$ cat config.mk
export PLATFORM = sky130hd
export DESIGN_NAME = sac_adc_ctrl
export DESIGN_NICKNAME = d
export VERILOG_FILES = /design/src/common/sac_pkg.sv /design/src/hdl/sac_adc_ctrl.sv
export SDC_FILE = /design/constraint.sdc
export NUM_CORES = 1
export LEC_CHECK = 0
export ABC_AREA = 1
export BUFFER_PORTS_ARGS = -buffer_cell sky130_fd_sc_hd__buf_2
export CAP_MARGIN = 10
export CORE_MARGIN = 2
export CORE_UTILIZATION = 52
export CTS_BUF_LIST = sky130_fd_sc_hd__clkbuf_2
export CTS_CLUSTER_SIZE = 30
export DETAILED_ROUTE_END_ITERATION = 10
export PLACE_DENSITY_LB_ADDON = 0.15
export SLEW_MARGIN = 10
export SYNTH_ARGS = -nofsm -noshare
export SYNTH_HDL_FRONTEND = slang
export SYNTH_SLANG_ARGS = --single-unit
export TNS_END_PERCENT = 50
$ cat constraint.sdc
create_clock -name clk_i -period 2.8 [get_ports clk_i]
set_input_delay 0.56 -clock clk_i [delete_from_list [all_inputs] [get_ports clk_i]]
set_output_delay 0.56 -clock clk_i [all_outputs]
set_load 0.1 [all_outputs]
$ cat src/common/sac_pkg.sv
// Constants, types and register map for the SAR converter control.
// Assumes a 32-bit classic Wishbone bus with word-aligned registers.
package sac_pkg;

   // ----------------------------------------------------------------
   // Register indices (byte address is four times the index)
   // ----------------------------------------------------------------
   localparam logic [11:0] IDX_CTRL = 12'h0F70; // Control
   localparam logic [11:0] IDX_RAW = 12'h0F71; // Live SAR view
   localparam logic [11:0] IDX_RES_HI = 12'h0F72; // Result high byte
   localparam logic [11:0] IDX_RES_LO = 12'h0F73; // Result low bits
   localparam logic [11:0] IDX_SETTLE = 12'h0F74; // Settling periods
   localparam logic [11:0] IDX_SAMPLE = 12'h0F75; // Sampling periods
   localparam logic [11:0] IDX_PRESC = 12'h0F76; // Clock prescale
   localparam logic [11:0] IDX_IRQ = 12'h0F77; // Completion flag
   localparam int ADR_LSB = 2; // Word index starts here
   localparam int IDX_TOP = 13; // Highest decoded address bit

   // ----------------------------------------------------------------
   // Field positions and reset values
   // ----------------------------------------------------------------
   localparam int CTRL_START = 7; // Start / busy
   localparam int CTRL_LEVEL = 6; // Internal level choice
   localparam int CTRL_REFBUF = 5; // Reference buffer on
   localparam int CTRL_EN = 4; // Converter enable
   localparam int IRQ_BIT = 0; // Completion flag bit
   localparam logic [6:0] CFG_RST = 7'h00;
   localparam logic [3:0] SETTLE_RST = 4'hF;
   localparam logic [5:0] SAMPLE_RST = 6'h3F;
   localparam logic [3:0] PRESC_RST = 4'h0;

   // ----------------------------------------------------------------
   // Converter figures
   // ----------------------------------------------------------------
   localparam int RES_W = 10; // Result width
   localparam logic [3:0] CONV_LAST = 4'hC; // 13th converter tick
   localparam logic [3:0] SAR_TICKS = 4'hA; // Ticks that decide bits
   localparam logic [9:0] SAR_MSB = 10'h200; // First trial bit
   localparam logic [3:0] SEL_GROUND = 4'h8; // Amplifier nodes grounded
   localparam logic [3:0] SEL_TEMP = 4'h9; // Temperature sensor
   localparam logic [3:0] SEL_TEMP_PAD = 4'hC; // Sensor to pad three
   localparam logic [3:0] SEL_CHOP_PAD = 4'hD; // Chop signal to pad three
   localparam logic [3:0] DIV_16 = 4'hF; // Tick spacing minus one
   localparam logic [3:0] DIV_8 = 4'h7;
   localparam logic [3:0] DIV_4 = 4'h3;
   localparam logic [3:0] DIV_2 = 4'h1;
   localparam logic [3:0] DIV_1 = 4'h0;

   // Measurement phases
   typedef enum logic [1:0] {
      S_IDLE = 2'b00,
      S_SAMPLE = 2'b01,
      S_SETTLE = 2'b10,
      S_CONVERT = 2'b11
   } sac_state_t;

   // Signals toward the analog front end
   typedef struct packed {
      logic enable; // Converter enable
      logic level; // Internal level choice
      logic refbuf; // Reference buffer on
      logic [3:0] input_select; // Mux / special route code
      logic sample; // Track input
      logic hold; // Hold and settle
      logic conv_tick; // Converter clock pulse
      logic [9:0] trial; // Current SAR trial value
   } sac_afe_t;

endpackage : sac_pkg

$ cat src/hdl/sac_adc_ctrl.sv
// SAR converter control: register file, phase sequencer and SAR loop.
// Assumes a classic Wishbone master and an analog front end whose
// comparator output is settled against the trial code at each tick.
`timescale 1ns/1ps

module sac_adc_ctrl #(
   parameter int ADR_W = 14 // Wishbone address width
) (
   input wire logic clk_i,
   input wire logic rst_i,
   input wire logic ce_i,
   input wire logic cyc_i,
   input wire logic stb_i,
   input wire logic we_i,
   input wire logic [ADR_W-1:0] adr_i,
   input wire logic [3:0] sel_i,
   input wire logic [31:0] dat_i,
   output logic [31:0] dat_o,
   output logic ack_o,
   input wire logic comp_i,
   output sac_pkg::sac_afe_t afe_o,
   output logic irq_o
);
   import sac_pkg::*;

   // ----------------------------------------------------------------
   // Elaboration check
   // ----------------------------------------------------------------
   generate
      if (ADR_W <= IDX_TOP) begin : g_bad_width
         $error("ADR_W too small for the register map");
      end
   endgenerate

   // ----------------------------------------------------------------
   // State
   // ----------------------------------------------------------------
   logic [6:0] cfg_reg; // Control bits six to zero
   logic busy_reg; // Start / busy flag
   logic [3:0] settle_reg; // Settling periods
   logic [5:0] sample_reg; // Sampling periods
   logic [3:0] presc_reg; // Prescale bits
   logic [9:0] result_reg; // Last completed result
   logic [1:0] low_reg; // Low bits latched on high read
   logic irq_reg; // Completion flag
   logic [9:0] sar_reg; // Live SAR value
   logic [9:0] bit_reg; // One-hot trial bit
   sac_state_t state_reg; // Phase
   logic [5:0] cnt_reg; // Phase period counter
   logic [3:0] div_reg; // Prescaler count
   logic [3:0] conv_reg; // Converter tick count
   logic tick_reg; // Registered tick for the pin
   logic [31:0] dat_reg; // Read data
   logic ack_reg; // Bus acknowledge

   // ----------------------------------------------------------------
   // Bus decode
   // ----------------------------------------------------------------
   logic acc; // Request taken this cycle
   logic wr0; // Write to byte lane zero
   logic rd; // Read taken
   logic [ADR_W-3:0] widx; // Word index
   logic hit_ctrl, hit_raw, hit_hi, hit_lo;
   logic hit_settle, hit_sample, hit_presc, hit_irq;

   assign acc = cyc_i & stb_i & ~ack_reg & ce_i;
   assign wr0 = acc & we_i & sel_i[0];
   assign rd = acc & ~we_i;
   assign widx = adr_i[ADR_W-1:ADR_LSB];
   assign hit_ctrl = widx == (ADR_W-2)'(IDX_CTRL);
   assign hit_raw = widx == (ADR_W-2)'(IDX_RAW);
   assign hit_hi = widx == (ADR_W-2)'(IDX_RES_HI);
   assign hit_lo = widx == (ADR_W-2)'(IDX_RES_LO);
   assign hit_settle = widx == (ADR_W-2)'(IDX_SETTLE);
   assign hit_sample = widx == (ADR_W-2)'(IDX_SAMPLE);
   assign hit_presc = widx == (ADR_W-2)'(IDX_PRESC);
   assign hit_irq = widx == (ADR_W-2)'(IDX_IRQ);

   // ----------------------------------------------------------------
   // Sequencer events
   // ----------------------------------------------------------------
   logic start_req; // Start with enable kept on
   logic abort; // Enable written to zero
   logic irq_clr; // Write one to the flag
   logic [3:0] div_max; // Tick spacing minus one
   logic tick; // Converter clock edge
   logic done; // Final tick, result stored

   // Enable must stay one in the start write; a write that drops it
   // both refuses the start and stops the sequence.
   assign start_req = wr0 & hit_ctrl & dat_i[CTRL_START]
                      & dat_i[CTRL_EN];
   assign abort = wr0 & hit_ctrl & ~dat_i[CTRL_EN];
   assign irq_clr = wr0 & hit_irq & dat_i[IRQ_BIT];

   // Highest set divisor wins; none set runs undivided
   always_comb begin
      casez (presc_reg)
         4'b1???: div_max = DIV_16;
         4'b01??: div_max = DIV_8;
         4'b001?: div_max = DIV_4;
         4'b0001: div_max = DIV_2;
         default: div_max = DIV_1;
      endcase
   end

   assign tick = ce_i & (state_reg == S_CONVERT) & (div_reg == div_max);
   assign done = tick & (conv_reg == CONV_LAST) & ~start_req & ~abort;

   // ----------------------------------------------------------------
   // Phase machine
   // ----------------------------------------------------------------
   // Counts of zero still give one period, so a phase never vanishes.
   always_ff @(posedge clk_i) begin
      if (rst_i) begin
         state_reg <= S_IDLE;
         cnt_reg <= 6'h00;
      end else if (ce_i) begin
         if (abort) begin
            state_reg <= S_IDLE;
         end else if (start_req) begin
            state_reg <= S_SAMPLE;
            cnt_reg <= sample_reg;
         end else begin
            case (state_reg)
               S_SAMPLE: begin
                  if (cnt_reg <= 6'h01) begin
                     state_reg <= S_SETTLE;
                     cnt_reg <= {2'b00, settle_reg};
                  end else begin
                     cnt_reg <= cnt_reg - 6'h01;
                  end
               end
               S_SETTLE: begin
                  if (cnt_reg <= 6'h01) begin
                     state_reg <= S_CONVERT;
                  end else begin
                     cnt_reg <= cnt_reg - 6'h01;
                  end
               end
               S_CONVERT: begin
                  if (done) begin
                     state_reg <= S_IDLE;
                  end
               end
               default: state_reg <= S_IDLE;
            endcase
         end
      end
   end

   // ----------------------------------------------------------------
   // Converter clock and tick counting
   // ----------------------------------------------------------------
   // Prescaler restarts at conversion entry so tick zero is aligned.
   always_ff @(posedge clk_i) begin
      if (rst_i) begin
         div_reg <= 4'h0;
         conv_reg <= 4'h0;
         tick_reg <= 1'b0;
      end else if (ce_i) begin
         tick_reg <= tick;
         if (state_reg != S_CONVERT) begin
            div_reg <= 4'h0;
            conv_reg <= 4'h0;
         end else if (tick) begin
            div_reg <= 4'h0;
            conv_reg <= conv_reg + 4'h1;
         end else begin
            div_reg <= div_reg + 4'h1;
         end
      end
   end

   // ----------------------------------------------------------------
   // Successive approximation
   // ----------------------------------------------------------------
   // Ticks 0..9 decide bits 9..0; ticks 10..12 let the value rest.
   // A comparator stuck high or low ends at all ones or all zeros.
   always_ff @(posedge clk_i) begin
      if (rst_i) begin
         sar_reg <= 10'h000;
         bit_reg <= 10'h000;
      end else if (ce_i) begin
         if (start_req) begin
            sar_reg <= 10'h000;
            bit_reg <= 10'h000;
         end else if (state_reg == S_SETTLE && cnt_reg <= 6'h01) begin
            sar_reg <= SAR_MSB;
            bit_reg <= SAR_MSB;
         end else if (tick && conv_reg < SAR_TICKS) begin
            sar_reg <= (comp_i ? sar_reg : (sar_reg & ~bit_reg))
                       | (bit_reg >> 1);
            bit_reg <= bit_reg >> 1;
         end
      end
   end

   // ----------------------------------------------------------------
   // Busy flag
   // ----------------------------------------------------------------
   always_ff @(posedge clk_i) begin
      if (rst_i) begin
         busy_reg <= 1'b0;
      end else if (ce_i) begin
         if (start_req) busy_reg <= 1'b1;
         else if (done || abort) busy_reg <= 1'b0;
      end
   end

   // ----------------------------------------------------------------
   // Result store and low-bit latch
   // ----------------------------------------------------------------
   always_ff @(posedge clk_i) begin
      if (rst_i) begin
         result_reg <= 10'h000;
         low_reg <= 2'b00;
      end else if (ce_i) begin
         if (done) result_reg <= sar_reg;
         if (rd && hit_hi) low_reg <= result_reg[1:0];
      end
   end

   // ----------------------------------------------------------------
   // Completion flag
   // ----------------------------------------------------------------
   // A completion in the clearing cycle wins; disabling leaves it.
   always_ff @(posedge clk_i) begin
      if (rst_i) begin
         irq_reg <= 1'b0;
      end else if (ce_i) begin
         if (done) irq_reg <= 1'b1;
         else if (irq_clr) irq_reg <= 1'b0;
      end
   end

   // ----------------------------------------------------------------
   // Software-written registers
   // ----------------------------------------------------------------
   always_ff @(posedge clk_i) begin
      if (rst_i) begin
         cfg_reg <= CFG_RST;
         settle_reg <= SETTLE_RST;
         sample_reg <= SAMPLE_RST;
         presc_reg <= PRESC_RST;
      end else if (wr0) begin
         if (hit_ctrl) cfg_reg <= dat_i[6:0];
         if (hit_settle) settle_reg <= dat_i[3:0];
         if (hit_sample) sample_reg <= dat_i[5:0];
         if (hit_presc) presc_reg <= dat_i[3:0];
      end
   end

   // ----------------------------------------------------------------
   // Bus answer: one wait state, unmapped reads return zero
   // ----------------------------------------------------------------
   always_ff @(posedge clk_i) begin
      if (rst_i) begin
         ack_reg <= 1'b0;
         dat_reg <= 32'h0000_0000;
      end else if (ce_i) begin
         ack_reg <= acc;
         dat_reg <= 32'h0000_0000;
         if (rd) begin
            if (hit_ctrl) dat_reg[7:0] <= {busy_reg, cfg_reg};
            if (hit_raw) dat_reg[7:0] <= sar_reg[9:2];
            if (hit_hi) dat_reg[7:0] <= result_reg[9:2];
            if (hit_lo) dat_reg[7:0] <= {low_reg, 6'b00_0000};
            if (hit_settle) dat_reg[3:0] <= settle_reg;
            if (hit_sample) dat_reg[5:0] <= sample_reg;
            if (hit_presc) dat_reg[3:0] <= presc_reg;
            if (hit_irq) dat_reg[IRQ_BIT] <= irq_reg;
         end
      end
   end

   // ----------------------------------------------------------------
   // Front-end route, reserved codes fall back to grounded nodes
   // ----------------------------------------------------------------
   logic [3:0] sel_route;
   always_comb begin
      case (cfg_reg[3:0])
         SEL_TEMP, SEL_TEMP_PAD, SEL_CHOP_PAD: sel_route = cfg_reg[3:0];
         default: begin
            sel_route = cfg_reg[3] ? SEL_GROUND : cfg_reg[3:0];
         end
      endcase
   end

   logic [3:0] route_reg; // Registered route code
   logic [1:0] phase_reg; // Sample and hold pins, one cycle behind phase
   always_ff @(posedge clk_i) begin
      if (rst_i) begin
         route_reg <= 4'h0;
         phase_reg <= 2'b00;
      end else if (ce_i) begin
         route_reg <= sel_route;
         phase_reg <= {state_reg == S_SAMPLE, state_reg == S_SETTLE};
      end
   end

   // Outputs are flop values only
   assign dat_o = dat_reg;
   assign ack_o = ack_reg;
   assign irq_o = irq_reg;
   assign afe_o.enable = cfg_reg[CTRL_EN];
   assign afe_o.level = cfg_reg[CTRL_LEVEL];
   assign afe_o.refbuf = cfg_reg[CTRL_REFBUF];
   assign afe_o.input_select = route_reg;
   assign afe_o.sample = phase_reg[1];
   assign afe_o.hold = phase_reg[0];
   assign afe_o.conv_tick = tick_reg;
   assign afe_o.trial = sar_reg;

   // ----------------------------------------------------------------
   // Checks
   // ----------------------------------------------------------------
   logic [7:0] chk_cyc; // Cycles spent converting
   always_ff @(posedge clk_i) begin
      if (rst_i || state_reg != S_CONVERT) begin
         chk_cyc <= 8'h00;
      end else if (ce_i) begin
         chk_cyc <= chk_cyc + 8'h01;
      end
   end
endmodule : sac_adc_ctrl

==> reports/results.txt <==
The logs give 0.003037 W for the overall power and 2.74 ns for the data arrival time at the worst-slack endpoint. The floorplan step defined a die boundary enclosing 0.009558 mm^2. The total length of routed met3 wires was 547 um; the max-cap violation count was 0.

Core area: 0.008636 mm^2. The run finished with clean final reports. The clock latency on the worst-skew pair was 0.56 ns. The die is 97.77 um wide.

The number of buffers on the longest clock path is 2. The clock drives 87 sinks. The run gives 5222 um as the length of routed met2 wiring. At the pin with the least slew margin, the transition time is 0.5451 ns.

Setup violations remaining at the end of the flow were counted as 0. The sequential share of power is 0.452, and the post-layout minimum cycle time is 2.282 ns. The multi-input combinational cells in the finished layout cover a total of 0.002345 mm^2. Fill cells in the final layout number 878.

The tools report the detailed-routing iteration count for the pre-antenna-repair pass as 5. For the register area, the log shows 0.001742 mm^2. The final hold violation count came out at 0.

The logs give 0 for the number of max-slew violations in the final report and 253 for the count of routing violations after the opening detailed-route iteration. The top cell types in the final layout, fill and taps aside, are 155 x sky130_fd_sc_hd__nand2_1, 87 x sky130_fd_sc_hd__dfxtp_1, 84 x sky130_fd_sc_hd__nor2_1. After detailed routing, the total wire length is 11200 um.

The ratio of cells with drive above 1 in the final layout is 0.1404. For this design the total switching power over the nets is 0.001210 W. The maximum net fanout on the critical path is 34. The internal portion of the total power is 0.001827 W.

Timing analysis after detailed placement gives a worst setup slack of 0.2747 ns. The finished layout holds 820 standard cells, fillers aside. The area share of the largest cell type after synthesis is 0.3810. At the end of routability-driven placement, the weighted congestion stood at 0.9692. Buffers inserted during clock tree synthesis total 9.

The post-placement cell count is 804, and the sequential fraction of the synthesis area is 0.3810. Buffers placed on the I/O ports in this run total 57. The number of cells produced by synthesis came out at 659.

The synthesized netlist contains 39 unique library cells. Summed over all nets, the half-perimeter wirelength after detailed placement is 8334 um. The DRC violation count after routing was 0.

The leading area contributor after synthesis is sky130_fd_sc_hd__dfxtp_1. In this run, post-CTS repair resized a total of 0 instances. The most common cell after layout, fill and taps aside is sky130_fd_sc_hd__nand2_1. The power share of the combinational group is 0.307. The tree is rooted in a sky130_fd_sc_hd__clkbuf_2.

The run gives 0.004572 mm^2 as the synthesized cell area. The logs give 0 for the count of yosys warnings during synthesis and 0.5178 ns for the worst setup slack after layout. The share of the core filled with cells is 0.5716, and the per-cell via count in the routed design is 5.194. The tools report the maximum operating frequency as 438.2 MHz. The antenna diode count is 0, and the clock group share of total power is 0.241. The floorplan die height is 97.77 um, and the number of global-route vias before repair is 3882. The number of top-level design ports is 111. Starting density of the core: 0.5294.

The tools report the type of destination of the critical path as a flop. After detailed routing, the wire length on met1 is 5248 um. For the total negative slack for setup checks, the log shows 0 ns. In this run the top signal layer used is met4. STA puts the critical path data required time at 3.26 ns.

Compared with the post-synthesis result, the final layout area differs by 7.964%. The number of antenna violations at the first check in global routing came out at 0. The tools report the total routing resource utilization after global routing as 0.2353.

By area the synthesized netlist is led by sky130_fd_sc_hd__dfxtp_1 38%, sky130_fd_sc_hd__nand2_1 13%, sky130_fd_sc_hd__nor2_1 6.9%. The final critical-path share of the clock period was 0.8151; the remaining global-route overflow was 0. The tools report the total number of placement rows as 34. The routed wirelength normalized by instance count came out at 13.65 um. The reported leakage power is 2.251 nW. Level count of the clock H-tree: 3. The min-delay analysis places its worst path in the category in2reg. The normalized max-slew margin is 0.6346, and the number of register bits inferred by synthesis is 87. TritonCTS built the clock tree.

The tools report the count of hold-fix buffers inserted at cts as 0. The detailed router placed 4259 vias in this run. Setup repair after global routing left no endpoint under its margin. The switching part of the total is 0.3984.

The clock-pin slew on the worst setup and hold paths was 0.23 ns; the setup fix buffers added after clock tree synthesis was 0. The logs give 0 for the remaining number of nets flagged by the antenna check after routing and 0.02937 ns for the largest clock skew in the final design. Entering global routing, the biggest net connects 39 pins.

The synthesized area per cell came out at 6.938 um^2. The tools report the wire length of the first global-routing pass as 18220 um. VDD sags by at most 0.0003644 V. In this run the power density over the cells is 615.3 mW/mm^2. The worst setup path is launched from a flop. The tools report the number of nets in the layout as 772.

The type of the worst setup path is reg2reg.
==> critical path: stages, from the launching register on <==
cell	delay, ns
sky130_fd_sc_hd__dfxtp_1	0.38
sky130_fd_sc_hd__inv_1	0.13
sky130_fd_sc_hd__ha_1	0.23
sky130_fd_sc_hd__nor2_1	0.05
sky130_fd_sc_hd__nor2_1	0.22
sky130_fd_sc_hd__inv_1	0.10
sky130_fd_sc_hd__nor2_1	0.23
sky130_fd_sc_hd__inv_1	0.11
sky130_fd_sc_hd__nand3_2	0.10
sky130_fd_sc_hd__nand2_4	0.07
sky130_fd_sc_hd__clkinv_2	0.31
sky130_fd_sc_hd__nand2_1	0.09
sky130_fd_sc_hd__o21ai_1	0.10
sky130_fd_sc_hd__nor2_1	0.06
==> synthesized netlist by cell type <==
| cell | n |
|---|---|
| sky130_fd_sc_hd__o21ai_0 | 42 |
| sky130_fd_sc_hd__ha_1 | 8 |
| sky130_fd_sc_hd__a21oi_1 | 54 |
| sky130_fd_sc_hd__nor3_1 | 6 |
| sky130_fd_sc_hd__xnor2_1 | 2 |
| sky130_fd_sc_hd__buf_4 | 30 |
| sky130_fd_sc_hd__xor2_1 | 3 |
| sky130_fd_sc_hd__buf_2 | 3 |
| sky130_fd_sc_hd__o32ai_1 | 1 |
| sky130_fd_sc_hd__o21bai_1 | 1 |
| sky130_fd_sc_hd__o22ai_1 | 3 |
| sky130_fd_sc_hd__clkbuf_1 | 12 |
| sky130_fd_sc_hd__nand2_2 | 1 |
| sky130_fd_sc_hd__clkinv_1 | 1 |
| sky130_fd_sc_hd__nand4_2 | 2 |
| sky130_fd_sc_hd__nand2_4 | 1 |
| sky130_fd_sc_hd__buf_6 | 2 |
| sky130_fd_sc_hd__nand4_1 | 10 |
| sky130_fd_sc_hd__nor3_2 | 1 |
| sky130_fd_sc_hd__o21ai_1 | 15 |
| sky130_fd_sc_hd__nand2_1 | 155 |
| sky130_fd_sc_hd__clkinv_2 | 1 |
| sky130_fd_sc_hd__o31ai_1 | 1 |
| sky130_fd_sc_hd__nand3_2 | 2 |
| sky130_fd_sc_hd__o211ai_1 | 14 |
| sky130_fd_sc_hd__a21boi_0 | 7 |
| sky130_fd_sc_hd__nor2_1 | 84 |
| sky130_fd_sc_hd__dfxtp_1 | 87 |
| sky130_fd_sc_hd__nand3_1 | 18 |
| sky130_fd_sc_hd__nand3_4 | 1 |
| sky130_fd_sc_hd__inv_2 | 5 |
| sky130_fd_sc_hd__o2111ai_1 | 1 |
| sky130_fd_sc_hd__or2_2 | 2 |
| sky130_fd_sc_hd__conb_1 | 1 |
| sky130_fd_sc_hd__a22o_1 | 1 |
| sky130_fd_sc_hd__nor2_4 | 6 |
| sky130_fd_sc_hd__a211oi_1 | 10 |
| sky130_fd_sc_hd__nor2_2 | 2 |
| sky130_fd_sc_hd__inv_1 | 63 |
==> power groups by stage <==
stage	Sequential (W)	Clock (W)	Combinational, W
CTS	0.00137	0.000745	0.000931
finish	0.00137	0.000732	0.000933
global placement	0.00139	0	0.000910
global route	0.00138	0.000783	0.00103
detailed placement	0.00140	0	0.000926
floorplan	0.00156	0	0.000633
==> final timing paths <==
kind	slack, ns	cells after the start	end	start
setup / recovery	0.52	13	bit_reg[3]$_SDFFE_PP0P_	cnt_reg[0]$_SDFFE_PP0P_
hold / removal	0.26	3	cfg_reg[5]$_SDFFE_PP0N_	dat_i[5]
hold reg to reg	0.48	2	result_reg[0]$_SDFFE_PP0P_	result_reg[0]$_SDFFE_PP0P_
setup reg to reg	0.52	13	bit_reg[3]$_SDFFE_PP0P_	cnt_reg[0]$_SDFFE_PP0P_
==> cell type report <==
type | instances | share of cell area
inverter | 70 | 0.05349
clock buffer | 10 | 0.01014
tap | 108 | 0.02738
timing repair buffer | 61 | 0.06388
clock inverter | 6 | 0.01724
multi-input combinational | 478 | 0.4750
sequential | 87 | 0.3529
==> cell families (layout without fill, tap and decap cells) <==
logic type | after synthesis | count (layout) | synth area share
and+or+nand+nor | 291 | 291 | 0.2761
AOI/OAI and AO/OA | 150 | 150 | 0.1856
buffers and inverters | 117 | 147 | 0.1251
DFF | 87 | 87 | 0.3810
adders and majority gates | 8 | 8 | 0.02189
xor gates and xnor gates | 5 | 5 | 0.009580
other | 1 | 24 | 0.0008202
==> routing by layer <==
layer  global-route usage  up-vias
met2               0.3878      113
met4              0.08120        0
met5                    0        -
met3              0.04295       15
li1                     -     2199
met1               0.3124     1932
==> stage by stage <==
step / instance area, um^2 / hold WS [ns]
after floorplan: 4658 / 0.4254
after global placement: 4801 / 0.4462
after detailed placement: 4801 / 0.4512
after CTS: 4936 / 0.2429
after global routing: 4936 / 0.2745
final: 4936 / 0.2641
No activity file was read; power rests on OpenSTA's default activity.
